**src/logic/asram_pkg.sv**
```systemverilog
package asram_pkg;
   localparam int ASRAM_ADDR_W = 19;
   localparam int ASRAM_DATA_W = 8;
   localparam int ASRAM_DEPTH = 524288;
   localparam int ASRAM_CLK_PS = 25000;
   // pin timing, picoseconds
   localparam int T_CYCLE_PS = 45000;
   localparam int T_STROBE_W_PS = 35000;
   localparam int T_DATA_SETUP_PS = 25000;
   localparam int T_ADDR_SETUP_PS = 35000;
   localparam int T_GATE_TO_DATA_PS = 20000;
   localparam int T_ADDR_TO_DATA_PS = 45000;
   localparam int T_RELEASE_PS = 15000;
   // least times round up
   localparam int CYC_CYCLE =
      (T_CYCLE_PS + ASRAM_CLK_PS - 1) / ASRAM_CLK_PS;
   localparam int CYC_STROBE =
      (T_STROBE_W_PS + ASRAM_CLK_PS - 1) / ASRAM_CLK_PS;
   localparam int CYC_ACCESS =
      (T_ADDR_TO_DATA_PS + ASRAM_CLK_PS - 1) / ASRAM_CLK_PS;
   localparam int CYC_RELEASE =
      (T_RELEASE_PS + ASRAM_CLK_PS - 1) / ASRAM_CLK_PS;
   localparam logic [3:0] TIMER_RESET = 4'h0;
   typedef enum logic [2:0] {
      ASRAM_IDLE, ASRAM_WRITE, ASRAM_WREC, ASRAM_READ, ASRAM_RREC,
      ASRAM_RETAIN, ASRAM_WAKE
   } asram_state_t;
endpackage

```
**src/logic/asram_timer_if.sv**
```systemverilog
`timescale 1ns/100ps
interface asram_timer_if;
   logic       load;
   logic [3:0] count;
   logic       done;
   modport owner (output load, output count, input done);
   modport timer (input load, input count, output done);
endinterface

```
**src/logic/asram_ctrl.sv**
```systemverilog
`timescale 1ns/100ps
// Summary of operation
// - read is strobe high, select low, gate low; memory drives data
// - write happens during select-low and strobe-low overlap
// - write data stable 25 ns before write end, held 0 ns after
// - address valid by write start, 35 ns before end, held after
// - strobe low at least 35 ns; select low 35 ns before end
// - successive write cycles at least 45 ns apart
// - successive read cycles at least 45 ns apart
// - address valid no later than select falling for a read
// - select held high from before the low-voltage period
// - after retention wait one read cycle before any access
module asram_ctrl
   import asram_pkg::*;
#(
   parameter int ADDR_W = ASRAM_ADDR_W,
   parameter int DATA_W = ASRAM_DATA_W
) (
   input  wire logic              ref_clk,
   input  wire logic              resetn,
   input  wire logic              req_valid,
   output      logic              req_ready,
   input  wire logic              req_write,
   input  wire logic [ADDR_W-1:0] req_addr,
   input  wire logic [DATA_W-1:0] req_wdata,
   output      logic              rsp_valid,
   output      logic [DATA_W-1:0] rsp_rdata,
   input  wire logic              retain_req,
   output      logic              retain_ack,
   output      logic [ADDR_W-1:0] word_address,
   output      logic              select_n,
   output      logic              gate_n,
   output      logic              strobe_n,
   input  wire logic [DATA_W-1:0] byte_bus_in,
   output      logic [DATA_W-1:0] byte_bus_out,
   output      logic              byte_bus_oe_n
);
   localparam logic [3:0] N_STROBE = 4'(CYC_STROBE);
   localparam logic [3:0] N_WREC = 4'(CYC_CYCLE - CYC_STROBE);
   // bus reaches rsp through two flops, so hold the gate one edge longer
   localparam logic [3:0] N_ACCESS = 4'(CYC_ACCESS + 1);
   localparam logic [3:0] N_RREC = 4'(CYC_RELEASE);
   localparam logic [3:0] N_WAKE = 4'(CYC_CYCLE);

   asram_state_t state;
   asram_state_t next_state;
   logic [DATA_W-1:0] bus_s1;
   logic [DATA_W-1:0] bus_s2;
   logic [3:0] next_count;
   logic next_load;

   asram_timer_if tif();

   asram_timer u_timer (
      .ref_clk (ref_clk),
      .resetn  (resetn),
      .tif     (tif)
   );

   // pins from the memory are asynchronous to ref_clk
   for (genvar b = 0; b < DATA_W; b++) begin : g_bus_sync
      always_ff @(posedge ref_clk or negedge resetn) begin
         if (!resetn) begin
            bus_s1[b] <= 1'b0;
         end else begin
            bus_s1[b] <= byte_bus_in[b];
         end
      end

      always_ff @(posedge ref_clk or negedge resetn) begin
         if (!resetn) begin
            bus_s2[b] <= 1'b0;
         end else begin
            bus_s2[b] <= bus_s1[b];
         end
      end
   end

   assign req_ready = (state == ASRAM_IDLE) && !retain_req;
   assign tif.load = next_load;
   assign tif.count = next_count;

   always_comb begin
      next_state = state;
      next_load = 1'b0;
      next_count = 4'h0;
      case (state)
         ASRAM_IDLE: begin
            if (retain_req) begin
               next_state = ASRAM_RETAIN;
            end else if (req_valid && req_write) begin
               next_state = ASRAM_WRITE;
               next_load = 1'b1;
               next_count = N_STROBE;
            end else if (req_valid) begin
               next_state = ASRAM_READ;
               next_load = 1'b1;
               next_count = N_ACCESS;
            end
         end
         ASRAM_WRITE: begin
            if (tif.done) begin
               next_state = ASRAM_WREC;
               next_load = 1'b1;
               next_count = N_WREC;
            end
         end
         ASRAM_WREC: begin
            if (tif.done) begin
               next_state = ASRAM_IDLE;
            end
         end
         ASRAM_READ: begin
            if (tif.done) begin
               next_state = ASRAM_RREC;
               next_load = 1'b1;
               next_count = N_RREC;
            end
         end
         ASRAM_RREC: begin
            if (tif.done) begin
               next_state = ASRAM_IDLE;
            end
         end
         ASRAM_RETAIN: begin
            if (!retain_req) begin
               next_state = ASRAM_WAKE;
               next_load = 1'b1;
               next_count = N_WAKE;
            end
         end
         ASRAM_WAKE: begin
            if (tif.done) begin
               next_state = ASRAM_IDLE;
            end
         end
         default: begin
            next_state = ASRAM_IDLE;
         end
      endcase
   end

   always_ff @(posedge ref_clk or negedge resetn) begin
      if (!resetn) begin
         state <= ASRAM_IDLE;
      end else begin
         state <= next_state;
      end
   end

   // address moves on the edge that drops select; zero setup is allowed
   always_ff @(posedge ref_clk or negedge resetn) begin
      if (!resetn) begin
         word_address <= '0;
      end else if (state == ASRAM_IDLE && req_valid && req_ready) begin
         word_address <= req_addr;
      end
   end

   // write data leads the write end by the whole strobe width
   always_ff @(posedge ref_clk or negedge resetn) begin
      if (!resetn) begin
         byte_bus_out <= '0;
      end else if (state == ASRAM_IDLE && req_valid && req_ready) begin
         byte_bus_out <= req_wdata;
      end
   end

   // address and data held through recovery, so 0 ns hold is met
   always_ff @(posedge ref_clk or negedge resetn) begin
      if (!resetn) begin
         select_n <= 1'b1;
      end else begin
         select_n <= !(next_state == ASRAM_WRITE ||
                       next_state == ASRAM_READ);
      end
   end

   always_ff @(posedge ref_clk or negedge resetn) begin
      if (!resetn) begin
         strobe_n <= 1'b1;
      end else begin
         strobe_n <= !(next_state == ASRAM_WRITE);
      end
   end

   always_ff @(posedge ref_clk or negedge resetn) begin
      if (!resetn) begin
         gate_n <= 1'b1;
      end else begin
         gate_n <= !(next_state == ASRAM_READ);
      end
   end

   // drive only in write and write recovery; gate is high then
   always_ff @(posedge ref_clk or negedge resetn) begin
      if (!resetn) begin
         byte_bus_oe_n <= 1'b1;
      end else begin
         byte_bus_oe_n <= !(next_state == ASRAM_WRITE ||
                            next_state == ASRAM_WREC);
      end
   end

   // bus_s2 shows the pins of two edges back, still inside the gate window
   always_ff @(posedge ref_clk or negedge resetn) begin
      if (!resetn) begin
         rsp_valid <= 1'b0;
      end else begin
         rsp_valid <= (state == ASRAM_READ) && tif.done;
      end
   end

   always_ff @(posedge ref_clk or negedge resetn) begin
      if (!resetn) begin
         rsp_rdata <= '0;
      end else if ((state == ASRAM_READ) && tif.done) begin
         rsp_rdata <= bus_s2;
      end
   end

   always_ff @(posedge ref_clk or negedge resetn) begin
      if (!resetn) begin
         retain_ack <= 1'b0;
      end else begin
         retain_ack <= (next_state == ASRAM_RETAIN);
      end
   end
endmodule

```
**src/logic/asram_timer.sv**
```systemverilog
`timescale 1ns/100ps
module asram_timer
   import asram_pkg::*;
(
   input wire logic    ref_clk,
   input wire logic    resetn,
   asram_timer_if.timer tif
);
   logic [3:0] left;

   // loading n makes done rise n cycles later
   always_ff @(posedge ref_clk or negedge resetn) begin
      if (!resetn) begin
         left <= TIMER_RESET;
      end else if (tif.load) begin
         left <= tif.count;
      end else if (left != 4'h0) begin
         left <= left - 4'h1;
      end
   end

   // no path back from load, which the owner decodes from done
   assign tif.done = (left == 4'h0);
endmodule

```
**config.mk**
```make
export PLATFORM = sky130hd
export DESIGN_NAME = asram_ctrl
export DESIGN_NICKNAME = d
export VERILOG_FILES = /design/src/logic/asram_pkg.sv /design/src/logic/asram_timer_if.sv /design/src/logic/asram_ctrl.sv /design/src/logic/asram_timer.sv
export SDC_FILE = /design/constraint.sdc
export NUM_CORES = 1
export LEC_CHECK = 0
export ABC_AREA = 0
export BUFFER_PORTS_ARGS = -buffer_cell sky130_fd_sc_hd__buf_4
export CELL_PAD_IN_SITES_DETAIL_PLACEMENT = 1
export CELL_PAD_IN_SITES_GLOBAL_PLACEMENT = 1
export CORE_UTILIZATION = 40
export CTS_CLUSTER_SIZE = 24
export DETAILED_ROUTE_END_ITERATION = 12
export HOLD_SLACK_MARGIN = 0.03
export PLACE_DENSITY_LB_ADDON = 0.1
export SLEW_MARGIN = 25
export SYNTH_ARGS = -nofsm -noshare
export SYNTH_HDL_FRONTEND = slang
export SYNTH_HIERARCHICAL = 1
export SYNTH_SLANG_ARGS = --single-unit
```
**constraint.sdc**
```tcl
create_clock -name ref_clk -period 3 [get_ports ref_clk]
set_clock_uncertainty 0.2 [all_clocks]
set_input_delay 0.6 -clock ref_clk [delete_from_list [all_inputs] [get_ports ref_clk]]
set_output_delay 0.6 -clock ref_clk [all_outputs]
set_load 0.1 [all_outputs]
```
* Word level (Yosys, flattened, before mapping) *
Cells that the tools add are included.

operators by class
  eq/ne operators = 10
  reduce and logical (&&, ||, !) cells = 18
  muxes and demuxes = 22
  add/subtract/negate cells = 1

operators by type and width
  operator               count
  $mux W3                7
  $pmux W3 S5            1
  $eq A3 B2 Y1 const B   4
  $eq A3 B3 Y1 const B   4
  $mux W4                3
  $pmux W4 S3            1
  $eq A3 B1 Y1 const B   2
  $mux W1                6
  $mux W2                3
  $logic_and A1 B1 Y1    5
  $logic_not A1 Y1       5
  $logic_not A4 Y1       1
  $reduce_bool A4 Y1     1
  $sub A4 B1 Y4 const B  1
  $logic_not A3 Y1       1
  $pmux W1 S3            1
  $reduce_or A3 Y1       1
  $logic_or A1 B1 Y1     2
  $reduce_bool A2 Y1     1
  $reduce_or A2 Y1       1

storage, ports and cells
  word-level logic and storage cells = 78
  output and inout bits = 42
  flip-flop bits (word level) = 64
  bits of input ports = 40

* Longest topological paths before layout *
Gate-level depths: netlist (run 1).

  depth in word-level cells = 7
  depth in mapped cells = 8
  mapped depth without buffers = 8

* Modules after synthesis *
The synthesis (run 1) kept the hierarchy.

by module, submodules not included
  module       seq. area each (µm²)  times used  cells each  area an instance (µm²)
  asram_ctrl   1506.4                1           134         2294.7
  asram_timer  100.1                 1           22          234.0

* Worst setup path before layout (run 1) *
No wires, ideal clock.

  path kind = input port to flip-flop
  start point = in retain_req
  end point = reg word_address[10]
  cell stages on the path = 5
  arrival = 2.464 ns
  setup time = 0.125 ns
  path buffers = 2
  data required time = 2.675 ns
  slack = 0.211 ns
  path through = nor4_4 > nand2_2 > buf_6 > buf_12 > mux2_4

between the ends
  word-level cells in the longest chain between the ends = 3

ends and longest elaborated chain
  item                  line               RTL
  start, declared       asram_ctrl.sv:28   input wire logic retain_req,
  $logic_not A1 Y1      -
  $logic_and A1 B1 Y1   asram_ctrl.sv:79   assign req_ready = (state == ASRAM_IDLE) && !retain_req;
  $logic_and A1 B1 Y1   asram_ctrl.sv:155  end else if (state == ASRAM_IDLE && req_valid && req_ready) begin
  end signal, assigned  asram_ctrl.sv:156  word_address <= req_addr;
  end, declared         asram_ctrl.sv:30   output logic [ADDR_W-1:0] word_address,

No other way between the ends.
A chain may end at the register's enable or synchronous reset.

* Worst setup path in the final report (run 1) *
  start point = reg u_timer.left[0]
  end point = reg u_timer.left[3]

between the ends
  word-level cells in the longest chain between the ends = 4
  elaborated cells between the ends (all ways) = 8
  classes of those cells = add/sub (1); mux (4); reduce/logical (3)

ends and longest elaborated chain
  item                                                  line                                  RTL
  start, declared                                       asram_timer.sv:9                      logic [3:0] left;
  start signal, assigned                                asram_timer.sv:16                     left <= tif.count;
  start signal, assigned                                asram_timer.sv:18                     left <= left - 4'h1;
  $logic_not A4 Y1 (*)                                  asram_timer.sv:23                     assign tif.done = (left == 4'h0);
  via tif.done                                          asram_timer_if.sv:5                   logic done;
  $mux W1 (*)                                           asram_ctrl.sv:102, asram_ctrl.sv:114
  $pmux W1 S3 (*)                                       asram_ctrl.sv:87                      case (state)
  via next_load                                         asram_ctrl.sv:50                      logic next_load;
  $mux W4 / $reduce_bool A2 Y1 (equally long branches)  -

Mark *: on every way through the listed nets, which the timed path passes. The rest lies on a longest branch. The select of a mux whose other input is x is not followed.

==> results.cfg, run 1 <==
[run_status]
status = completed

[sta]
whs_ns = 0.141
slew_viol_final = 0
setup_viol = 0
tns_ns = 0
worst_pin_slew_ns = 0.793
rsz0062_at_grt = no
slew_headroom_pct = 47.2
hold_viol = 0
min_period_over_period_pct = 82.8
fmax_mhz = 402
layout_min_cycle_time_ns = 2.48

[clock_network]
cts_buffers = 9
clkSlewWorstSetupHoldPaths_ns = 0.07
cts.sinks = 64
worstSkewPairLatency_ns = 0.33
tritoncts = yes
ctsRootBufferMaster = clkbuf_8
cts_resized = 0
postCtsHoldBufs = 0
cts_setup_buffers = 0
clock_path_buffers = 2
htreeDepth = 3

[synthesis]
ys_types = 37
synth_most_common_cell = dfrtp_1
netlist_area_sq_mm = 0.00253
ys_seq_area_share_pct = 63.5
synth_enable_flop_cells = 0
yosysWarningCount = 6
ys_seq_elements = 64
synth_area_per_cell_sq_um = 16.2
syn_inst = 156
synthTopCellsByCount = dfrtp_1 (60), mux2_4 (19), mux2_2 (18)
synth_area_leader_cell = dfrtp_1
synthTopCellsByArea = dfrtp_1 (59%), mux2_4 (11%), mux2_2 (8.0%)
synthArstFlopShare_pct = 100
synth.top_cell.area_share_pct = 59.4
synth_ff_type = dfrtp_1

[grt]
antenna_found_initial = 0
grt_max_degree = 65
first_global_vias = 1665
grt_pass1_wl_um = 8140
gr-usage-all-layers_pct = 16.9
gr-total-overflow = 0

[finish]
ff_latch_area_sq_mm = 0.00161
antenna_cells = 0
final_layout_size_suffix_gt1_share_pct = 57.9
num-nets-final = 283
num-fill-cells = 614
areaGrowthSynthToFinish_pct = 33.3
multiInputGateArea_sq_um = 823

[placed_design]
dp_hpwl_um = 3690
place.gp.congestion = 0.718
io_buffers = 81

[drt]
wirelength_um = 5300
via_count = 1570
drtAntennaViolNets = 0
wl_per_cell_um = 16.5
via_per_inst = 4.88
drcViolationCount = 0
drt-pass1-iter-count = 4
drtIter0Drc = 30

[die]
die_w_um = 81.5
die_height_um = 81.5
io_pins = 82
design.die.area_sq_mm = 0.00664
rows = 28
start_util_pct = 42.0
core_sq_mm = 0.00603

[critical_path]
worst-path-max-fanout = 8
worstSetupStartpointType = register
crit_required_ns = 3.01
cp-end-kind = register
crit_arrival_ns = 2.50
critPathKind = reg -> reg

[worst_hold_path]
hold_class = in -> async

[job]
maxCapViolCount = 0
[critical path, cell delays in order, from the launching register on]
cell and delay, ns:
dfrtp_1 0.38, inv_1 0.10, ha_1 0.23, nor3b_4 0.40
nand2_1 0.14, o21bai_1 0.46, nor3_1 0.11, a221o_1 0.35
[routing by layer]
metal,routed length (um),track usage (%)
met5,0,0
met1,2140,19.6
met3,326,6.33
met4,55,5.89
met2,2780,28.5
[final timing paths]
| kind | slack [ns] | cells after the start | startpoint | to |
|---|---|---|---|---|
| setup / recovery | 0.52 | 7 | u_timer/left[0] | u_timer/left[3] |
| hold / removal | 0.14 | 1 | resetn | u_timer/left[3] |
| setup reg to reg | 0.52 | 7 | u_timer/left[0] | u_timer/left[3] |
| hold reg to reg | 0.15 | 0 | bus_s1[0] | bus_s2[0] |
| max in group asynchronous | 1.93 | 1 | resetn | word_address[18] |
| min in group ref_clk | 0.15 | 0 | bus_s1[0] | bus_s2[0] |
[kinds of logic after synthesis]
logic type / count (synthesis) / synth area share (%)
AND/OR/NAND/NOR: 25 / 7.27
buffers and inverters: 12 / 4.06
flip-flops: 64 / 63.5
AO/OA/AOI/OAI: 10 / 2.92
XOR/XNOR: 2 / 0.693
other: 1 / 0.148
adder cells (fa/ha/maj): 1 / 0.495
multiplexers: 41 / 20.9
[flip-flops by register name, summed over array words and instances, names as in the netlist]
register       count
state              3
u_timer/left       4
strobe_n           1
retain_ack         1
bus_s1             8
word_address      19
gate_n             1
rsp_rdata          8
byte_bus_out       8
byte_bus_oe_n      1
select_n           1
rsp_valid          1
bus_s2             8
[cells in the final DEF (no fill, tap or decap), drive strengths merged, types with 2 or more instances in the layout]
cell type,count
nor2,3
conb,2
clkinv,2
mux2i,4
mux2,37
dfrtp,60
nand2,5
o21bai,2
nor4,3
buf,82
clkbuf,12
nor3,3
o21ai,2
dfstp,4
nor3b,5
inv,4
and4b,2
[per-stage QoR]
| step | setup slack [ns] | instance area [sq um] | util [%] | std cells |
|---|---|---|---|---|
| floorplan | 0.211 | 2530 | - | 157 |
| global placement | 0.741 | 3150 | 52.3 | 306 |
| detailed placement | 0.484 | 3150 | 52.3 | 306 |
| CTS | 0.477 | 3370 | 55.9 | 322 |
| global route | 0.313 | 3370 | 55.9 | 322 |
| finish | 0.515 | 3370 | 55.9 | 322 |
[final cells by class]
cell class,count,area share (%)
Sequential cell,64,47.7
Tap cell,75,2.78
Clock buffer,12,4.90
Timing Repair Buffer,82,18.3
Inverter,4,0.445
Multi-Input combinational cell,81,24.4
Clock inverter,4,1.52
Power of run 1 is not shown: default switching activity piles up to over one toggle a cycle in this logic, so the estimate is an artifact.
==> run 2, diff against run 1 <==
--- a/config.mk
+++ b/config.mk
@@ -5,11 +5,11 @@
 export SDC_FILE = /design/constraint.sdc
 export NUM_CORES = 1
 export LEC_CHECK = 0
-export ABC_AREA = 0
+export ABC_AREA = 1
 export BUFFER_PORTS_ARGS = -buffer_cell sky130_fd_sc_hd__buf_4
 export CELL_PAD_IN_SITES_DETAIL_PLACEMENT = 1
 export CELL_PAD_IN_SITES_GLOBAL_PLACEMENT = 1
-export CORE_UTILIZATION = 40
+export CORE_UTILIZATION = 37
 export CTS_CLUSTER_SIZE = 24
 export DETAILED_ROUTE_END_ITERATION = 12
 export HOLD_SLACK_MARGIN = 0.03
==> constraint.sdc (replaced) <==
create_clock -name ref_clk -period 2.3 [get_ports ref_clk]
set_clock_uncertainty 0.2 [all_clocks]
set_input_delay 0.46 -clock ref_clk [delete_from_list [all_inputs] [get_ports ref_clk]]
set_output_delay 0.46 -clock ref_clk [all_outputs]
set_load 0.1 [all_outputs]
==> run 2 against run 1 <==
  * The flow now finishes with violations (design-rule violations)
  * Count of clock-buffer cells in the layout down 3
  * Utilization down 1.6 points
  * Critical path type is now reg -> out
  * Register-to-register slack worse by 0.23 ns
==> results.cfg, run 2 <==
[synthesis]
synth_area_leader_cell = dfrtp_1
synth_ff_type = dfrtp_1
synthArstFlopShare_pct = 100
synthSimpleGateAreaFrac_pct = 27.0
synth.top_cell.area_share_pct = 60.3
synthXorXnorAreaFrac_pct = 0.352
synth_most_common_cell = nand2_1
syn_inst = 260
yosysWarningCount = 6
netlist_area_sq_mm = 0.00249
synthTopCellsByArea = dfrtp_1 (60%), nand2_1 (16%), nand3_1 (7.0%)
synthMuxAreaShare_pct = 0
synthAdderAreaFrac_pct = 0.503
ys_seq_elements = 64
synth_top_family_by_area = simple AND/OR/NAND/NOR gates
ys_types = 24
synthTopCellsByCount = nand2_1 (109), dfrtp_1 (60), nand3_1 (35)
synth_area_per_cell_sq_um = 9.58
synth_enable_flop_cells = 0
ys_seq_area_share_pct = 64.5
synth_compound_area_share_pct = 1.61

[drt]
via_count = 2064
wirelength_um = 5890
wl_per_cell_um = 13.4
via_per_inst = 4.70
drcViolationCount = 7
drtAntennaViolNets = 0
drtIter0Drc = 55
drt-pass1-iter-count = 8

[sta]
layout_min_cycle_time_ns = 2.14
min_period_over_period_pct = 93.0
slew_viol_final = 0
setup_viol = 0
whs_ns = 0.150
rsz0062_at_grt = no
tns_ns = 0
fmax_mhz = 467
hold_viol = 0

[clock_network]
cts_buffers = 9
cts.sinks = 64
clock_path_buffers = 2
cts_resized = 0
tritoncts = yes
worstSkewPairLatency_ns = 0.33
clkSlewWorstSetupHoldPaths_ns = 0.08
htreeDepth = 3
ctsRootBufferMaster = clkbuf_8

[critical_path]
critPathKind = reg -> out
r2r_slack_ns = 0.29
cp-end-kind = output port
path_delay_family = flip-flops
worstPathBufferInverterCount = 1
worstSetupStartpointType = register
crit_arrival_ns = 1.48
cpPeakStageDelay_ns = 0.47
slowest_stage = dfrtp_1
crit_required_ns = 1.64
r2r_start = u_timer/left[0]
path_cells = nor2_4 -> nand2_2 -> nor2_4 -> buf_4
crit_top_cell = nor2_4
r2r.worst_path.cells = 10
rr_endpoint = u_timer/left[0]
worst-path-max-fanout = 5

[grt]
grt_pass1_wl_um = 10000
gr-total-overflow = 0
grt_max_degree = 41
first_global_vias = 2123
antenna_found_initial = 0
gr-usage-all-layers_pct = 18.5

[finish]
layout_commonest_cell = nand2_1
largest_reg_flops = 19
final_cell_mix = nand2_1 (109), buf_4 (85), dfrtp_1 (60)
num-fill-cells = 743
regMostFlops = word_address
antenna_cells = 0
areaGrowthSynthToFinish_pct = 40.1
final_layout_size_suffix_gt1_share_pct = 31.2
num-nets-final = 398

[worst_hold_path]
hold_class = reg -> reg
hold_path_end = bus_s2[5]
holdPathStages = 0
worstHoldStart = bus_s1[5]

[placed_design]
place.gp.congestion = 0.758
dp_hpwl_um = 4130
io_buffers = 81

[die]
io_pins = 82
start_util_pct = 38.8
die_w_um = 84.0
design.die.area_sq_mm = 0.00706
rows = 29
die_height_um = 84.0
core_sq_mm = 0.00642

[run_status]
status = finished with violations
violations = design-rule violations

[job]
maxCapViolCount = 0
## run 2: changes by cell type in the layout (fill, tap and decap cells not counted), moves of 4 or more
cell,delta
nor3b_1,-4
o21ai_0,+5
mux2i_1,-4
mux2_4,-19
nand3_1,+35
inv_1,+13
nand2_1,+105
mux2_2,-18
dlygate4sd3_1,+9
## run 2: how the worst max path moves through the flow
stage,slack [ns],end,start,depth (start not counted)
detailed placement,0.27,u_timer/left[0],state[0],8
global route,0.004,u_timer/left[0],u_timer/left[0],10
CTS,0.12,req_ready,state[1],4
floorplan,0.53,u_timer/left[3],state[2],12
finish,0.16,req_ready,state[1],4
global placement,0.35,u_timer/left[0],state[0],9
## run 2: metrics by stage
step           utilization [%]  instances  setup WS (ns)  area, sq um
6_report                  54.3        439          0.161         3490
5_1_grt                   54.3        439        0.00376         3490
4_1_cts                   54.3        439          0.123         3490
3_5_place_dp              49.3        414          0.272         3170
3_3_place_gp              49.3        414          0.347         3170
2_1_floorplan                -        261          0.530         2490
## run 2: timing repair
action / 4_1_cts / 5_1_grt
hold buffers: 9 / 0
setup buffers: 0 / 0
endpoints found under the hold margin: 30 / 0
endpoints found under the setup margin: 0 / 1
## run 2: worst register-to-register path, delay by kind of cell, from the launching register on
kind | cells | cell delay [ns]
AOI/OAI and AO/OA | 2 | 0.17
adders and majority gates | 1 | 0.24
buffers and inverters | 2 | 0.23
DFF | 1 | 0.38
and+or+nand+nor | 5 | 0.70
## run 2: cell type report
type,count,area [sq um],area share [%]
clock buffers,9,124,3.55
well taps,77,96.3,2.76
repair buffers,95,748,21.5
flip-flops and latches,64,1610,46.1
clock inverters,7,104,2.98
inverters,18,67.6,1.94
multi-input cells,169,741,21.2
## run 2: logic make-up after synthesis
logic type               count (synthesis)
AO/OA/AOI/OAI                            8
XOR/XNOR                                 1
adder cells (fa/ha/maj)                  1
buffers and inverters                   28
flip-flops                              64
other                                    1
AND/OR/NAND/NOR                        157
## run 2: per-layer routing
metal  track usage (%)  vias up  routed length [um]  share of wire, %
met5                 0        -                   0                 0
met4              7.52        0                  82               1.4
met3              5.54        6                 275               4.7
met2              30.0       48                3000                51
met1              23.2     1008                2540                43
li1                  -     1002                   -                 -
Power of run 2 is left out for the same reason.
==> run 3, diff against run 2 <==
--- a/config.mk
+++ b/config.mk
@@ -5,13 +5,12 @@
 export SDC_FILE = /design/constraint.sdc
 export NUM_CORES = 1
 export LEC_CHECK = 0
-export ABC_AREA = 1
-export BUFFER_PORTS_ARGS = -buffer_cell sky130_fd_sc_hd__buf_4
 export CELL_PAD_IN_SITES_DETAIL_PLACEMENT = 1
 export CELL_PAD_IN_SITES_GLOBAL_PLACEMENT = 1
-export CORE_UTILIZATION = 37
+export CORE_UTILIZATION = 45
 export CTS_CLUSTER_SIZE = 24
 export DETAILED_ROUTE_END_ITERATION = 12
+export DONT_BUFFER_PORTS = 1
 export HOLD_SLACK_MARGIN = 0.03
 export PLACE_DENSITY_LB_ADDON = 0.1
 export SLEW_MARGIN = 25
==> constraint.sdc (replaced) <==
create_clock -name ref_clk -period 2.3 [get_ports ref_clk]
set_clock_uncertainty 0.2 [all_clocks]
set_input_delay 0.23 -clock ref_clk [delete_from_list [all_inputs] [get_ports ref_clk]]
set_output_delay 0.23 -clock ref_clk [all_outputs]
set_load 0.1 [all_outputs]
==> run 3 against run 2 <==
  * The flow now finishes without violations
  * Critical path depth grew 3
  * First-iteration DRC count decreased by 62%
  * Wire length is 11% lower
  * Utilization grew 8.0 points
  * Count of clock-buffer cells in the layout increased by 2
  * Hold slack got worse by 0.087 ns
  * Final area is 5.8% lower
  * Final cell count down 34%
  * Global-route usage grew 1.4 points
  * Critical path type is now reg -> reg
  * Highest routed layer unchanged
==> results.cfg, run 3 (same netlist as run 1, synthesis figures left out) <==
[drt]
via_per_inst = 5.12
drcViolationCount = 0
drtAntennaViolNets = 0
wl_per_cell_um = 18.2
drt-pass1-iter-count = 4
wirelength_um = 5270
drtIter0Drc = 21
via_count = 1485

[die]
rows = 26
die_height_um = 77.0
core_sq_mm = 0.00527
design.die.area_sq_mm = 0.00592
io_pins = 82
die_w_um = 77.0
start_util_pct = 48.0

[clock_network]
ctsRootBufferMaster = clkbuf_8
htreeDepth = 3
cts_buffers = 9
clkSlewWorstSetupHoldPaths_ns = 0.07
cts.sinks = 64
clock_path_buffers = 2
worstSkewPairLatency_ns = 0.33
tritoncts = yes

[finish]
antenna_cells = 0
layout_commonest_cell = dfrtp_1
areaGrowthSynthToFinish_pct = 29.9
final_layout_size_suffix_gt1_share_pct = 35.9
largest_reg_flops = 19
num-nets-final = 256
utilization_pct = 62.3
regMostFlops = word_address
num-fill-cells = 506
final_cell_mix = dfrtp_1 (60), dlygate4sd3_1 (40), mux2_4 (19)

[critical_path]
rr_endpoint = rsp_rdata[5]
r2r_start = u_timer/left[0]
critPathKind = reg -> reg
crit_arrival_ns = 2.23
cpPeakStageDelay_ns = 0.38
worstPathBufferInverterCount = 3
slowest_stage = dfrtp_1
cp-end-kind = register
r2r_slack_ns = 0.09
crit_top_cell = buf_4
path_delay_family = simple AND/OR/NAND/NOR gates
crit_required_ns = 2.32
r2r.worst_path.cells = 7
path_cells = inv_1 -> ha_2 -> nor3b_4 -> buf_4 -> and4b_1 -> buf_4 -> mux2_2
worst-path-max-fanout = 6
worstSetupStartpointType = register

[run_status]
status = completed

[worst_hold_path]
holdPathStages = 2
worstHoldStart = retain_req
hold_path_end = u_timer/left[1]
hold_class = in -> reg

[sta]
slew_headroom_pct = 37.8
hold_viol = 0
fmax_mhz = 452
worst_pin_slew_ns = 0.932
slew_viol_final = 0
layout_min_cycle_time_ns = 2.21
setup_viol = 0
min_period_over_period_pct = 96.1

[placed_design]
place.gp.congestion = 0.792
io_buffers = 0
dp_hpwl_um = 3170

[grt]
gr-usage-all-layers_pct = 20.0
antenna_found_initial = 0
gr-total-overflow = 0
grt_max_degree = 65
first_global_vias = 1752
grt_pass1_wl_um = 8760

[job]
maxCapViolCount = 0
-- run 3: layout make-up --
cell class / instances / area, sq um / area share [%]
clock inverters: 5 / 55.1 / 1.68
clock buffers: 11 / 151 / 4.61
repair buffers: 55 / 533 / 16.2
multi-input cells: 81 / 836 / 25.4
flip-flops and latches: 64 / 1610 / 48.9
inverters: 4 / 15.0 / 0.457
well taps: 70 / 87.6 / 2.67
-- run 3: how the worst max path moves through the flow --
stage | from | cells past startpoint | endpoint | slack [ns]
after floorplan | state[2] | 5 | word_address[10] | -0.30
after global placement | u_timer/left[0] | 8 | byte_bus_oe_n | 0.22
after detailed placement | u_timer/left[0] | 7 | u_timer/left[3] | 0.09
after CTS | u_timer/left[0] | 7 | u_timer/left[3] | 0.05
after global routing | u_timer/left[0] | 7 | rsp_rdata[0] | -0.02
final | u_timer/left[0] | 7 | rsp_rdata[5] | 0.09
-- run 3: per-layer routing --
| metal | share of wire (%) | track usage [%] |
|---|---|---|
| met1 | 39 | 22.0 |
| met2 | 53 | 34.2 |
| met3 | 7.7 | 8.57 |
| met4 | 1.1 | 7.12 |
| met5 | 0 | 0 |
-- run 3: timing repair --
item | in CTS | in global routing
buffers inserted | 0 | 2
gates resized for setup | 0 | 3
hold buffers | 40 | 1
setup endpoints to repair | 0 | 4
hold endpoints to repair | 101 | 2
-- run 3: stage by stage --
| stage | std cells | hold slack [ns] | TNS, ns | setup slack, ns | instance area, sq um |
|---|---|---|---|---|---|
| 3_3_place_gp | 231 | -0.264 | 0 | 0.222 | 2620 |
| 5_1_grt | 290 | 0.0330 | -0.0478 | -0.0172 | 3280 |
| 6_report | 290 | 0.0626 | 0 | 0.0895 | 3280 |
| 2_1_floorplan | 157 | -0.266 | -7.37 | -0.304 | 2530 |
| 3_5_place_dp | 231 | -0.264 | 0 | 0.0889 | 2620 |
| 4_1_cts | 287 | 0.0378 | 0 | 0.0547 | 3250 |
Power of run 3 is left out for the same reason.
